<file path="config.mk">
export PLATFORM = sky130hd
export DESIGN_NAME = aio_host_flat
export DESIGN_NICKNAME = d
export VERILOG_FILES = /design/src/hdl/aio_pkg.sv /design/src/hdl/aio_if.sv /design/src/hdl/aio_host.sv /design/src/flat_wrapper.sv
export SDC_FILE = /design/constraint.sdc
export NUM_CORES = 1
export LEC_CHECK = 0
export BUFFER_PORTS_ARGS = -buffer_cell sky130_fd_sc_hd__buf_2
export CAP_MARGIN = 5
export CORE_ASPECT_RATIO = 0.6
export CORE_UTILIZATION = 40
export CTS_BUF_LIST = sky130_fd_sc_hd__clkbuf_8
export DETAILED_ROUTE_END_ITERATION = 6
export PLACE_DENSITY_LB_ADDON = 0.3
export SETUP_SLACK_MARGIN = 0.5
export SYNTH_ARGS = -nofsm -noshare
export SYNTH_HDL_FRONTEND = slang
export SYNTH_SLANG_ARGS = --single-unit
export TNS_END_PERCENT = 100
</file>
<file path="constraint.sdc">
create_clock -name hclk -period 6 [get_ports hclk]
set_input_delay 1.2 -clock hclk [delete_from_list [all_inputs] [get_ports hclk]]
set_output_delay 1.2 -clock hclk [all_outputs]
set_load 0.005 [all_outputs]
</file>
<file path="src/hdl/aio_pkg.sv">
// constants and types shared by both ends of the converter link
// What this block does
// - 3-bit field picks one of eight sources
// - enabled converter restarts conversions by itself
// - every conversion lasts 140 microseconds
// - host waits 500 microseconds after source change
// - conversion end sets new-result flag at 0x07
// - reading flag clears it until next result
// - disable clears flag; enable starts fresh sample
// - result split: high bits 0x03, low 0x04
// - host disables converter before reading result bytes
// - host follows fixed enable-poll-stop-read sequence
// - divider enable bit 2 of 0x16, reset 1
// - reference law bit 3 of 0x16, reset 0
// - linear law disables overcurrent detection
// - pin drive bit pulls pin low when 0
// - status bit 4 of 0x01 shows pin level
// - host releases pin and selects source 7
// - six-bit current code at 0x15, reset 0
// - standby releases current-source output
// - scale supplies by 30, logic supply by 8
package aio_pkg;
  localparam int CLK_MHZ = 125;
  localparam int CONV_TIME_US = 140;
  localparam int CONV_CYC = CONV_TIME_US * CLK_MHZ;
  localparam int SETTLE_TIME_US = 500;
  localparam int SETTLE_CYC = SETTLE_TIME_US * CLK_MHZ;
  localparam int CNT_W = 20;

  // device register offsets
  localparam logic [7:0] ADDR_PIN_STATUS = 8'h01;
  localparam logic [7:0] ADDR_RES_HIGH = 8'h03;
  localparam logic [7:0] ADDR_RES_LOW = 8'h04;
  localparam logic [7:0] ADDR_FLAG = 8'h07;
  localparam logic [7:0] ADDR_SOURCE = 8'h10;
  localparam logic [7:0] ADDR_CODE = 8'h15;
  localparam logic [7:0] ADDR_CONV_CFG = 8'h16;
  localparam logic [7:0] ADDR_PIN_CTRL = 8'h1c;

  // field positions
  localparam int PIN_LEVEL_BIT = 4;
  localparam int FLAG_BIT = 0;
  localparam int SOURCE_LSB = 5;
  localparam int ENABLE_BIT = 0;
  localparam int DIVIDER_BIT = 2;
  localparam int LAW_BIT = 3;
  localparam int PIN_DRIVE_BIT = 2;

  // reset values
  localparam logic [2:0] SOURCE_RST = 3'h0;
  localparam logic [5:0] CODE_RST = 6'h00;
  localparam logic DIVIDER_RST = 1'b1;
  localparam logic LAW_RST = 1'b0;
  localparam logic PIN_DRIVE_RST = 1'b1;
  localparam logic ENABLE_RST = 1'b0;

  // source codes
  localparam logic [2:0] SRC_LOGIC_SUPPLY = 3'h0;
  localparam logic [2:0] SRC_OUTPUT_SUPPLY = 3'h1;
  localparam logic [2:0] SRC_MAIN_SUPPLY = 3'h2;
  localparam logic [2:0] SRC_MONITOR = 3'h3;
  localparam logic [2:0] SRC_CURRENT_SENSE = 3'h4;
  localparam logic [2:0] SRC_NEGATIVE_RAIL = 3'h5;
  localparam logic [2:0] SRC_POSITIVE_RAIL = 3'h6;
  localparam logic [2:0] SRC_GENERAL_PIN = 3'h7;

  // host bus register byte offsets
  localparam logic [3:0] HOFS_CTRL = 4'h0;
  localparam logic [3:0] HOFS_ACCESS = 4'h4;
  localparam logic [3:0] HOFS_STATUS = 4'h8;
  localparam logic [3:0] HOFS_RESULT = 4'hc;
  localparam int CTRL_GO_BIT = 0;
  localparam int CTRL_SRC_LSB = 4;
  localparam int CTRL_ACC_GO_BIT = 8;
  localparam int CTRL_ACC_WE_BIT = 9;
  localparam int RESULT_SCALED_LSB = 16;

  typedef enum logic [1:0] {
    AIO_DIV_NONE,
    AIO_DIV_8,
    AIO_DIV_30
  } aio_div_t;
endpackage

</file>
<file path="src/hdl/aio_if.sv">
// serial configuration link between host and device, one byte per access
interface aio_if;
  logic req;
  logic we;
  logic [7:0] addr;
  logic [7:0] wdata;
  logic ack;
  logic [7:0] rdata;

  modport dev (
    input req,
    input we,
    input addr,
    input wdata,
    output ack,
    output rdata
  );

  modport host (
    output req,
    output we,
    output addr,
    output wdata,
    input ack,
    input rdata
  );
endinterface

</file>
<file path="src/hdl/aio_host.sv">
// host end: runs measurement sequences over the link, AHB-Lite command slave
//
// The AHB-Lite interface to the registers was left to the implementer.
module aio_host #(
  parameter int SETTLE_CYCLES = aio_pkg::SETTLE_CYC
) (
  input wire logic hclk,
  input wire logic hresetn,
  aio_if.host link,
  input wire logic hsel,
  input wire logic [31:0] haddr,
  input wire logic [1:0] htrans,
  input wire logic hwrite,
  input wire logic [2:0] hsize,
  input wire logic [31:0] hwdata,
  input wire logic hready,
  output logic hreadyout,
  output logic hresp,
  output logic [31:0] hrdata
);
  import aio_pkg::*;

  typedef enum logic [3:0] {
    H_IDLE, H_PIN, H_DIV, H_SRC, H_SETTLE, H_EN,
    H_POLL, H_STOP, H_RDH, H_RDL, H_ACC
  } aio_hstate_t;

  aio_hstate_t st_r;
  aio_hstate_t st_nxt;
  logic req_r;
  logic [2:0] src_r;
  logic [7:0] acc_addr_r;
  logic [7:0] acc_data_r;
  logic acc_we_r;
  logic [7:0] acc_rd_r;
  logic law_sh_r;
  logic [9:0] raw_r;
  logic done_r;
  logic [CNT_W-1:0] wait_r;
  logic ap_wr_r;
  logic [3:0] ap_ofs_r;
  logic [31:0] hrdata_r;
  logic we_r;
  logic [7:0] addr_r;
  logic [7:0] wdata_r;

  function automatic logic [14:0] scale(input logic [2:0] s,
                                        input logic [9:0] v);
    logic [14:0] w;
    w = {5'h00, v};
    case (s)
      SRC_LOGIC_SUPPLY: scale = w << 3;
      SRC_OUTPUT_SUPPLY, SRC_MAIN_SUPPLY,
      SRC_NEGATIVE_RAIL, SRC_POSITIVE_RAIL: scale = (w << 5) - (w << 1);
      default: scale = w;
    endcase
  endfunction

  // AHB-Lite decode, zero wait states
  wire logic ap_take = hsel & htrans[1] & hready;
  wire logic dp_wr = ap_wr_r;
  wire logic wr_ctrl = dp_wr & (ap_ofs_r == HOFS_CTRL);
  wire logic wr_acc = dp_wr & (ap_ofs_r == HOFS_ACCESS);
  wire logic idle = (st_r == H_IDLE);
  wire logic go_meas = wr_ctrl & hwdata[CTRL_GO_BIT] & idle;
  wire logic go_acc = wr_ctrl & hwdata[CTRL_ACC_GO_BIT] & idle & ~go_meas;
  wire logic [14:0] scaled = scale(src_r, raw_r);
  wire logic [31:0] rd_status = {16'h0000, acc_rd_r, 6'h00, done_r, ~idle};
  wire logic [31:0] rd_result =
    {1'b0, scaled, 6'h00, raw_r} & 32'h7fff03ff;
  wire logic [31:0] rd_word =
    (haddr[3:0] == HOFS_CTRL) ? {29'h0, src_r} << CTRL_SRC_LSB :
    (haddr[3:0] == HOFS_ACCESS) ? {16'h0000, acc_data_r, acc_addr_r} :
    (haddr[3:0] == HOFS_STATUS) ? rd_status :
    (haddr[3:0] == HOFS_RESULT) ? rd_result :
    32'h0000_0000;
  wire logic in_range = (haddr[31:4] == 28'h0000000);

  // link operation of each state
  wire logic link_state = ~idle & (st_r != H_SETTLE);
  wire logic [7:0] cfg_byte = 8'(law_sh_r) << LAW_BIT
                            | 8'(1'b1) << DIVIDER_BIT;
  wire logic op_we = (st_r != H_POLL) & (st_r != H_RDH)
                   & (st_r != H_RDL) & ((st_r != H_ACC) | acc_we_r);
  wire logic [7:0] op_addr =
    (st_r == H_PIN) ? ADDR_PIN_CTRL :
    (st_r == H_SRC) ? ADDR_SOURCE :
    (st_r == H_POLL) ? ADDR_FLAG :
    (st_r == H_RDH) ? ADDR_RES_HIGH :
    (st_r == H_RDL) ? ADDR_RES_LOW :
    (st_r == H_ACC) ? acc_addr_r :
    ADDR_CONV_CFG;
  wire logic [7:0] op_data =
    (st_r == H_PIN) ? 8'(1'b1) << PIN_DRIVE_BIT :
    (st_r == H_SRC) ? 8'(src_r) << SOURCE_LSB :
    (st_r == H_EN) ? cfg_byte | 8'(1'b1) << ENABLE_BIT :
    (st_r == H_ACC) ? acc_data_r :
    cfg_byte;
  wire logic acked = req_r & link.ack;
  wire logic settled = (wait_r == CNT_W'(SETTLE_CYCLES - 1));

  always_comb begin
    st_nxt = st_r;
    case (st_r)
      H_IDLE: begin
        if (go_meas) begin
          st_nxt = (hwdata[CTRL_SRC_LSB +: 3] == SRC_GENERAL_PIN) ?
                   H_PIN : H_DIV;
        end else if (go_acc) begin
          st_nxt = H_ACC;
        end
      end
      H_PIN: st_nxt = acked ? H_DIV : st_r;
      H_DIV: st_nxt = acked ? H_SRC : st_r;
      H_SRC: st_nxt = acked ? H_SETTLE : st_r;
      H_SETTLE: st_nxt = settled ? H_EN : st_r;
      H_EN: st_nxt = acked ? H_POLL : st_r;
      H_POLL: st_nxt = (acked & link.rdata[FLAG_BIT]) ? H_STOP : st_r;
      H_STOP: st_nxt = acked ? H_RDH : st_r;
      H_RDH: st_nxt = acked ? H_RDL : st_r;
      H_RDL: st_nxt = acked ? H_IDLE : st_r;
      H_ACC: st_nxt = acked ? H_IDLE : st_r;
      default: st_nxt = H_IDLE;
    endcase
  end

  always_ff @(posedge hclk or negedge hresetn) begin
    if (!hresetn) begin
      st_r <= H_IDLE;
      req_r <= 1'b0;
      wait_r <= '0;
      done_r <= 1'b0;
      we_r <= 1'b0;
      addr_r <= 8'h00;
      wdata_r <= 8'h00;
    end else begin
      st_r <= st_nxt;
      // link fields are registered on the same edge as req rises in a new state
      we_r <= op_we;
      addr_r <= op_addr;
      wdata_r <= op_data;
      // one byte access per request level
      req_r <= link_state & ~acked & (req_r | ~link.ack);
      wait_r <= (st_r == H_SETTLE) ? wait_r + 1'b1 : '0;
      if (go_meas | go_acc) begin
        done_r <= 1'b0;
      end else if (acked & ((st_r == H_RDL) | (st_r == H_ACC))) begin
        done_r <= 1'b1;
      end
    end
  end

  always_ff @(posedge hclk or negedge hresetn) begin
    if (!hresetn) begin
      src_r <= SOURCE_RST;
      acc_addr_r <= 8'h00;
      acc_data_r <= 8'h00;
      acc_we_r <= 1'b0;
      acc_rd_r <= 8'h00;
      law_sh_r <= LAW_RST;
      raw_r <= 10'h000;
    end else begin
      if (go_meas) begin
        src_r <= hwdata[CTRL_SRC_LSB +: 3];
      end
      if (go_acc) begin
        acc_we_r <= hwdata[CTRL_ACC_WE_BIT];
      end
      if (wr_acc) begin
        acc_addr_r <= hwdata[7:0];
        acc_data_r <= hwdata[15:8];
      end
      if (acked & (st_r == H_ACC)) begin
        acc_rd_r <= link.rdata;
        if (acc_we_r & (acc_addr_r == ADDR_CONV_CFG)) begin
          law_sh_r <= acc_data_r[LAW_BIT];
        end
      end
      if (acked & (st_r == H_RDH)) begin
        raw_r[9:8] <= link.rdata[1:0];
      end
      if (acked & (st_r == H_RDL)) begin
        raw_r[7:0] <= link.rdata;
      end
    end
  end

  always_ff @(posedge hclk or negedge hresetn) begin
    if (!hresetn) begin
      ap_wr_r <= 1'b0;
      ap_ofs_r <= 4'h0;
      hrdata_r <= 32'h0000_0000;
    end else begin
      ap_wr_r <= ap_take & hwrite & in_range;
      ap_ofs_r <= haddr[3:0];
      if (ap_take & ~hwrite) begin
        hrdata_r <= in_range ? rd_word : 32'h0000_0000;
      end
    end
  end

  assign link.req = req_r;
  assign link.we = we_r;
  assign link.addr = addr_r;
  assign link.wdata = wdata_r;
  assign hreadyout = 1'b1;
  assign hresp = 1'b0;
  assign hrdata = hrdata_r;
endmodule

</file>
<file path="src/flat_wrapper.sv">
// flat-port wrapper written by rule: the top's interface ports become plain ports
module aio_host_flat import aio_pkg::*;
#(
  parameter int SETTLE_CYCLES = aio_pkg::SETTLE_CYC
)
  (hclk, hresetn, hsel, haddr, htrans, hwrite, hsize, hwdata, hready, hreadyout, hresp, hrdata, link_req, link_we, link_addr, link_wdata, link_ack, link_rdata);
  aio_if link_i ();
  input wire logic hclk;
  input wire logic hresetn;
  input wire logic hsel;
  input wire logic [31:0] haddr;
  input wire logic [1:0] htrans;
  input wire logic hwrite;
  input wire logic [2:0] hsize;
  input wire logic [31:0] hwdata;
  input wire logic hready;
  output logic hreadyout;
  output logic hresp;
  output logic [31:0] hrdata;
  output wire logic [$bits(link_i.req)-1:0] link_req;
  output wire logic [$bits(link_i.we)-1:0] link_we;
  output wire logic [$bits(link_i.addr)-1:0] link_addr;
  output wire logic [$bits(link_i.wdata)-1:0] link_wdata;
  input wire logic [$bits(link_i.ack)-1:0] link_ack;
  input wire logic [$bits(link_i.rdata)-1:0] link_rdata;
  assign link_req = link_i.req;
  assign link_we = link_i.we;
  assign link_addr = link_i.addr;
  assign link_wdata = link_i.wdata;
  assign link_i.ack = link_ack;
  assign link_i.rdata = link_rdata;
  aio_host #(.SETTLE_CYCLES(SETTLE_CYCLES)) u_core (.hclk(hclk), .hresetn(hresetn), .link(link_i), .hsel(hsel), .haddr(haddr), .htrans(htrans), .hwrite(hwrite), .hsize(hsize), .hwdata(hwdata), .hready(hready), .hreadyout(hreadyout), .hresp(hresp), .hrdata(hrdata));
endmodule
</file>
* Word level (Yosys, flattened, before mapping)
Cells that the tools add are included.
Widths: inputs -> output; s select.
** Word-level totals
- Register bits :: 119
- Input bits :: 83
- Output and inout bits :: 52
** Cells by class
- Multiplexer cells :: 32
- Add/subtract/negate cells :: 2
- Reductions and logical operators :: 10
- Equality and inequality tests :: 36
- Bitwise operators :: 34
** Operators with widths (number)
- $mux 32 :: 4
- $mux 8 :: 10
- $mux 4 :: 11
- $pmux 4 s10 :: 1
- $mux 31 :: 1
- $pmux 15 s2 :: 1
- $logic_not 28->1 :: 1
- $and 1x1->1 :: 25
- $eq 4x3->1 const B :: 6
- $add 20x1->20 const B :: 1
- $eq 20x16->1 const B :: 1
- $eq 4x4->1 const B :: 5
- $mux 20 :: 1
- $ne 2x1->1 const B :: 8
- $sub 15x11->15 :: 1
- $logic_not 4->1 :: 3
- $ne 4x4->1 const B :: 3
- $reduce_and 10->1 :: 1
- $eq 3x3->1 const B :: 3
- $eq 4x2->1 const B :: 2
- $eq 8x5->1 const B :: 1
- $ne 4x3->1 const B :: 2
- $not 1->1 :: 5
- $eq 4x1->1 const B :: 1
- 12 further kinds :: 16

* Depth between registers and ports, before layout
- Depth after elaboration :: 9
- Depth in mapped cells :: 8
- Mapped depth without buffers :: 7

* Worst setup path after synthesis
OpenSTA, ideal clock, no wires.
- Kind :: in2reg
- Start point :: in haddr[6]
- End point :: reg u_core.hrdata_r[2] (netlist: u_core.hrdata[2])
- Stages on the path :: 5
- Data arrival time :: 2550 ps
- Slack :: 3374 ps
- Required time :: 5924 ps
- Buffers on the path :: 0
- Path through :: nor4_2 -> nand4_1 -> or3_4 -> or3b_1 -> o21ai_1
** Between the ends
- Cells in the longest elaborated chain, start to end :: 2
** RTL lines
- start: declaration :: line flat_wrapper.sv:11 : input wire logic [31:0] haddr;
- $logic_not 28->1 :: line aio_host.sv:77 : wire logic in_range = (haddr[31:4] == 28'h0000000);
- $mux 32 :: line aio_host.sv:197 : hrdata_r <= in_range ? rd_word : 32'h0000_0000;
- end signal: assignment :: line aio_host.sv:197
- end: declaration :: line aio_host.sv:42 : logic [31:0] hrdata_r;
Every way passes these cells.
A chain may end at the register's enable or synchronous reset.

* Worst setup path after layout
- Start point :: reg u_core.st_r[2]
- End point :: reg u_core.st_r[3]
** Between the ends
- Cells in the longest elaborated chain, start to end :: 6
** RTL lines
- start: declaration :: line aio_host.sv:28 : aio_hstate_t st_r;
- start signal: assignment :: line aio_host.sv:137 : st_r <= st_nxt;
- $logic_not 4->1 :: line aio_host.sv:64, aio_host.sv:104
- $and 1x1->1 :: line aio_host.sv:65 : wire logic go_meas = wr_ctrl & hwdata[CTRL_GO_BIT] & idle;
- $not 1->1 :: line aio_host.sv:66 : wire logic go_acc = wr_ctrl & hwdata[CTRL_ACC_GO_BIT] & idle & ~go_meas;
- $and 1x1->1 :: line aio_host.sv:66
- $ne 3x3->1 (no line)
- $reduce_and 10->1 (no line)
Several ways; a longest one is shown, not always the timed one.

==> run_results.csv <==
group,metric,value,unit
global_route,grt_pass1_wl,26100,um
synth,synth_adder_area_share,1.68,%
die,io-pin-count,135,
cells_and_area,drive_gt1_share,28.7,%
cells_and_area,fillers,1356,
cells_and_area,syn_to_final_growth,18.7,%
clock_tree,cts.sinks,118,
timing,fin_setup_tns,0,ps
synth,synth_warnings,0,
hold_path,hp-class,"flop to flop",
pwr,seqPwrFrac,41.0,%
detailed_routing,via_per_inst,5.57,
pwr,ir_drop,169,uV
timing,rsz0062_at_grt,"no",
synth,synth-simple-area-share,20.7,%
timing,hold_viol,0,
synth,synthCells,582,
synth,async_flop_share,100,%
cells_and_area,n_antenna_cell,0,
synth,synth_compound_area_share,13.5,%
timing,drv_slew,0,
timing,period_share,45.0,%
timing,setup_violations,0,
timing,fin_crit,2700,ps
synth,muxShareOfSynthArea,7.82,%
placement,port_buffers,111,
synth,synth_top_family_by_area,"simple AND/OR/NAND/NOR gates",
cells_and_area,nNetsFinal,783,
die,rows,34,
global_route,grt_max_degree,71,
synth,ys_seq_elements,118,
timing,finClkSkew,14.1,ps
synth,synth_enable_flop_cells,0,
hold_path,holdPathStages,2,
clock_tree,cts_max_level,4,
die,core,0.0145,mm2
pwr,swShare,38.2,%
detailed_routing,wl_per_cell,18.3,um
synth,seq_area_frac_synth,49.5,%
worst_setup_path,startpoint_type,"flop",
worst_setup_path,required,6330,ps
placement,routabilityCongestion,0.888,
die,dieHeight,96.6,um
clock_tree,clkSlewWorstSetupHoldPaths,70,ps
detailed_routing,drt_wl_total,16500,um
pwr,p_per_area,383,mW/mm2
die,die_area,0.0154,mm2
timing,slew_headroom,27.1,%
status,run_status,"finished clean",
clock_tree,cts_tree,"done",
pwr,clockPowerShare,26.5,%
placement,dp_slack,3030,ps
clock_tree,cts.repair.resized,0,
clock_tree,worstSkewPairLatency,450,ps
detailed_routing,ant_nets,0,
timing,hold_ws,487,ps
worst_setup_path,path_max_fanout,20,
die,die_w,160,um
clock_tree,clk_path_buf_depth,2,
worst_setup_path,reg2reg_depth,5,
clock_tree,cts_buffers,17,
detailed_routing,num_vias,5034,
synth,syn_area,0.00597,mm2
placement,place_hpwl,12200,um
synth,synthXorXnorAreaFrac,3.80,%
worst_setup_path,cp.arrival,3030,ps
detailed_routing,dr.pass1.iters,5,
clock_tree,cts_root_buf,"clkbuf_8",
timing,worst_slack,3300,ps
global_route,grt_use_total,22.3,%
global_route,antenna_found_initial,0,
timing,tightestPinTransition,1090,ps
pwr,p_leak,0.00318,uW
synth,synth-main-ff-cell,"dfrtp_1",
pwr,p_int,1680,uW
clock_tree,cts_setup_buffers,0,
detailed_routing,drt-initial-drc-count,349,
worst_setup_path,cp-end-kind,"flop",
global_route,grt_pass1_vias,4914,
synth,syn-mean-instance-area,10.3,um2
timing,clock.fmax,370,MHz
clock_tree,ctsHoldBuffers,0,
die,start_util,41.1,%
pwr,combinationalPowerShare,32.5,%
worst_setup_path,rrSetupSlack,3300,ps
pwr,switchingPower,1040,uW
worst_setup_path,worstSetupPathType,"flop to flop",
detailed_routing,drc,0,
synth,synth_cell_types,71,
global_route,grt_overflow,0,
flow_run,cap_viol_max_count,0,
[power by group through the flow]
| stage | clock network, uW | logic (uW) | registers [uW] |
|---|---|---|---|
| floorplan | 0 | 701 | 1000 |
| global placement | 0 | 832 | 1120 |
| detailed placement | 0 | 862 | 1120 |
| CTS | 734 | 872 | 1110 |
| global route | 764 | 967 | 1130 |
| finish | 719 | 882 | 1110 |
[state kept, by name, summed over array words and instances, names as in the netlist, 3 cells and up]
| register | flops |
|---|---|
| u_core.raw_r | 10 |
| u_core.acc_data_r | 8 |
| u_core.acc_addr_r | 8 |
| u_core.link.addr | 8 |
| u_core.link.wdata | 8 |
| u_core.acc_rd_r | 8 |
| u_core.wait_r | 20 |
| u_core.hrdata | 31 |
| u_core.st_r | 4 |
| u_core.src_r | 3 |
| u_core.ap_ofs_r | 4 |
[critical path, stage by stage (launching register included)]
cell	delay (ps)
dfrtp_1	730
nor2b_1	390
nand2_1	480
a31oi_1	580
nor4_1	150
a211oi_1	270
[worst paths after layout]
path,start,endpoint
min in group asynchronous,hresetn,u_core.wait_r[12]
max reg2reg,u_core.st_r[2],u_core.st_r[3]
max in group asynchronous,hresetn,u_core.raw_r[5]
min,u_core.hrdata[29],u_core.hrdata[29]
max,u_core.st_r[2],u_core.st_r[3]
min reg2reg,u_core.hrdata[29],u_core.hrdata[29]
[layer usage]
metal  track usage (%)  vias to the layer above  routed length, um
li1                  -                     2326                  -
met1              32.1                     2461               7950
met2              33.2                      227               6980
met3              5.59                       20               1400
met4              6.89                        0                186
met5                 0                        -                  0
[final cells by class]
cell class                 instances  area [um2]  area share [%]
timing repair buffer             116         596            8.41
clock buffer                      17         234            3.30
multi-input combinational        424        2840            40.1
tap                              198         248            3.50
inverter                          15        56.3           0.795
clock inverter                    15         155            2.19
sequential                       118        2950            41.7
[synthesized netlist by cell type (3+ instances only)]
| cell type | count | area [um2] |
|---|---|---|
| ha_1 | 8 | 100 |
| nand2b_1 | 8 | 50.1 |
| o21ai_1 | 30 | 150 |
| a211oi_1 | 3 | 22.5 |
| or2_2 | 3 | 18.8 |
| mux2_2 | 35 | 394 |
| a21oi_1 | 18 | 90.1 |
| and2_1 | 6 | 37.5 |
| a31oi_1 | 3 | 18.8 |
| a22oi_1 | 15 | 113 |
| inv_1 | 14 | 52.6 |
| nor2b_1 | 5 | 31.3 |
| a221o_1 | 4 | 40.0 |
| nand4_1 | 8 | 50.1 |
| xnor2_1 | 12 | 105 |
| or3_1 | 7 | 43.8 |
| xor2_1 | 12 | 105 |
| o21ai_0 | 22 | 110 |
| buf_4 | 4 | 30.0 |
| nand2_1 | 72 | 270 |
| a21o_1 | 3 | 22.5 |
| nor4_2 | 5 | 62.6 |
| a221oi_1 | 3 | 26.3 |
| nand3_1 | 8 | 40.0 |
| mux2i_1 | 5 | 50.1 |
| a22o_1 | 5 | 43.8 |
| clkbuf_1 | 17 | 63.8 |
| nor2_1 | 36 | 135 |
| or4_1 | 4 | 30.0 |
| nor4_1 | 9 | 56.3 |
| nor3b_1 | 8 | 60.1 |
| and3_1 | 7 | 43.8 |
| dfrtp_1 | 118 | 2950 |
| nor3_1 | 15 | 75.1 |
| buf_2 | 4 | 20.0 |
[cell families after synthesis]
kind of cell,count (synthesis)
compound gates,125
xor+xnor,25
fa+ha+maj,8
buf+inv,41
flops,118
mux,42
other cells,2
simple gates,221
[layout by cell type (no fill, tap or decap), types with 4 or more instances in the layout]
cell type / instances
buf_4: 6
buf_2: 110
nor3_1: 15
a22oi_1: 15
clkinv_2: 4
o21ai_0: 22
a21oi_1: 18
or3_1: 7
nor2b_1: 5
inv_1: 14
nor2_1: 36
xor2_1: 12
or4_1: 4
a221o_1: 4
nor3b_1: 8
xnor2_1: 12
mux2_2: 35
nand2_1: 72
nor4_2: 5
nand3_1: 8
o21ai_1: 30
nor4_1: 9
and2_1: 6
ha_1: 8
nand4_1: 8
clkbuf_8: 17
and3_1: 7
clkinv_4: 4
nand2b_1: 8
a22o_1: 5
mux2i_1: 5
dfrtp_1: 118
[metrics by stage]
| step | cells | utilization (%) | total power (uW) | cell area, um2 |
|---|---|---|---|---|
| after floorplan | 583 | - | 1710 | 5970 |
| final | 903 | 48.8 | 2710 | 7080 |
| after detailed placement | 871 | 46.2 | 1980 | 6700 |
| after global placement | 871 | 46.2 | 1950 | 6700 |
| after global routing | 903 | 48.8 | 2860 | 7080 |
| after CTS | 903 | 48.8 | 2710 | 7080 |
No activity file was read; power rests on OpenSTA's default activity.
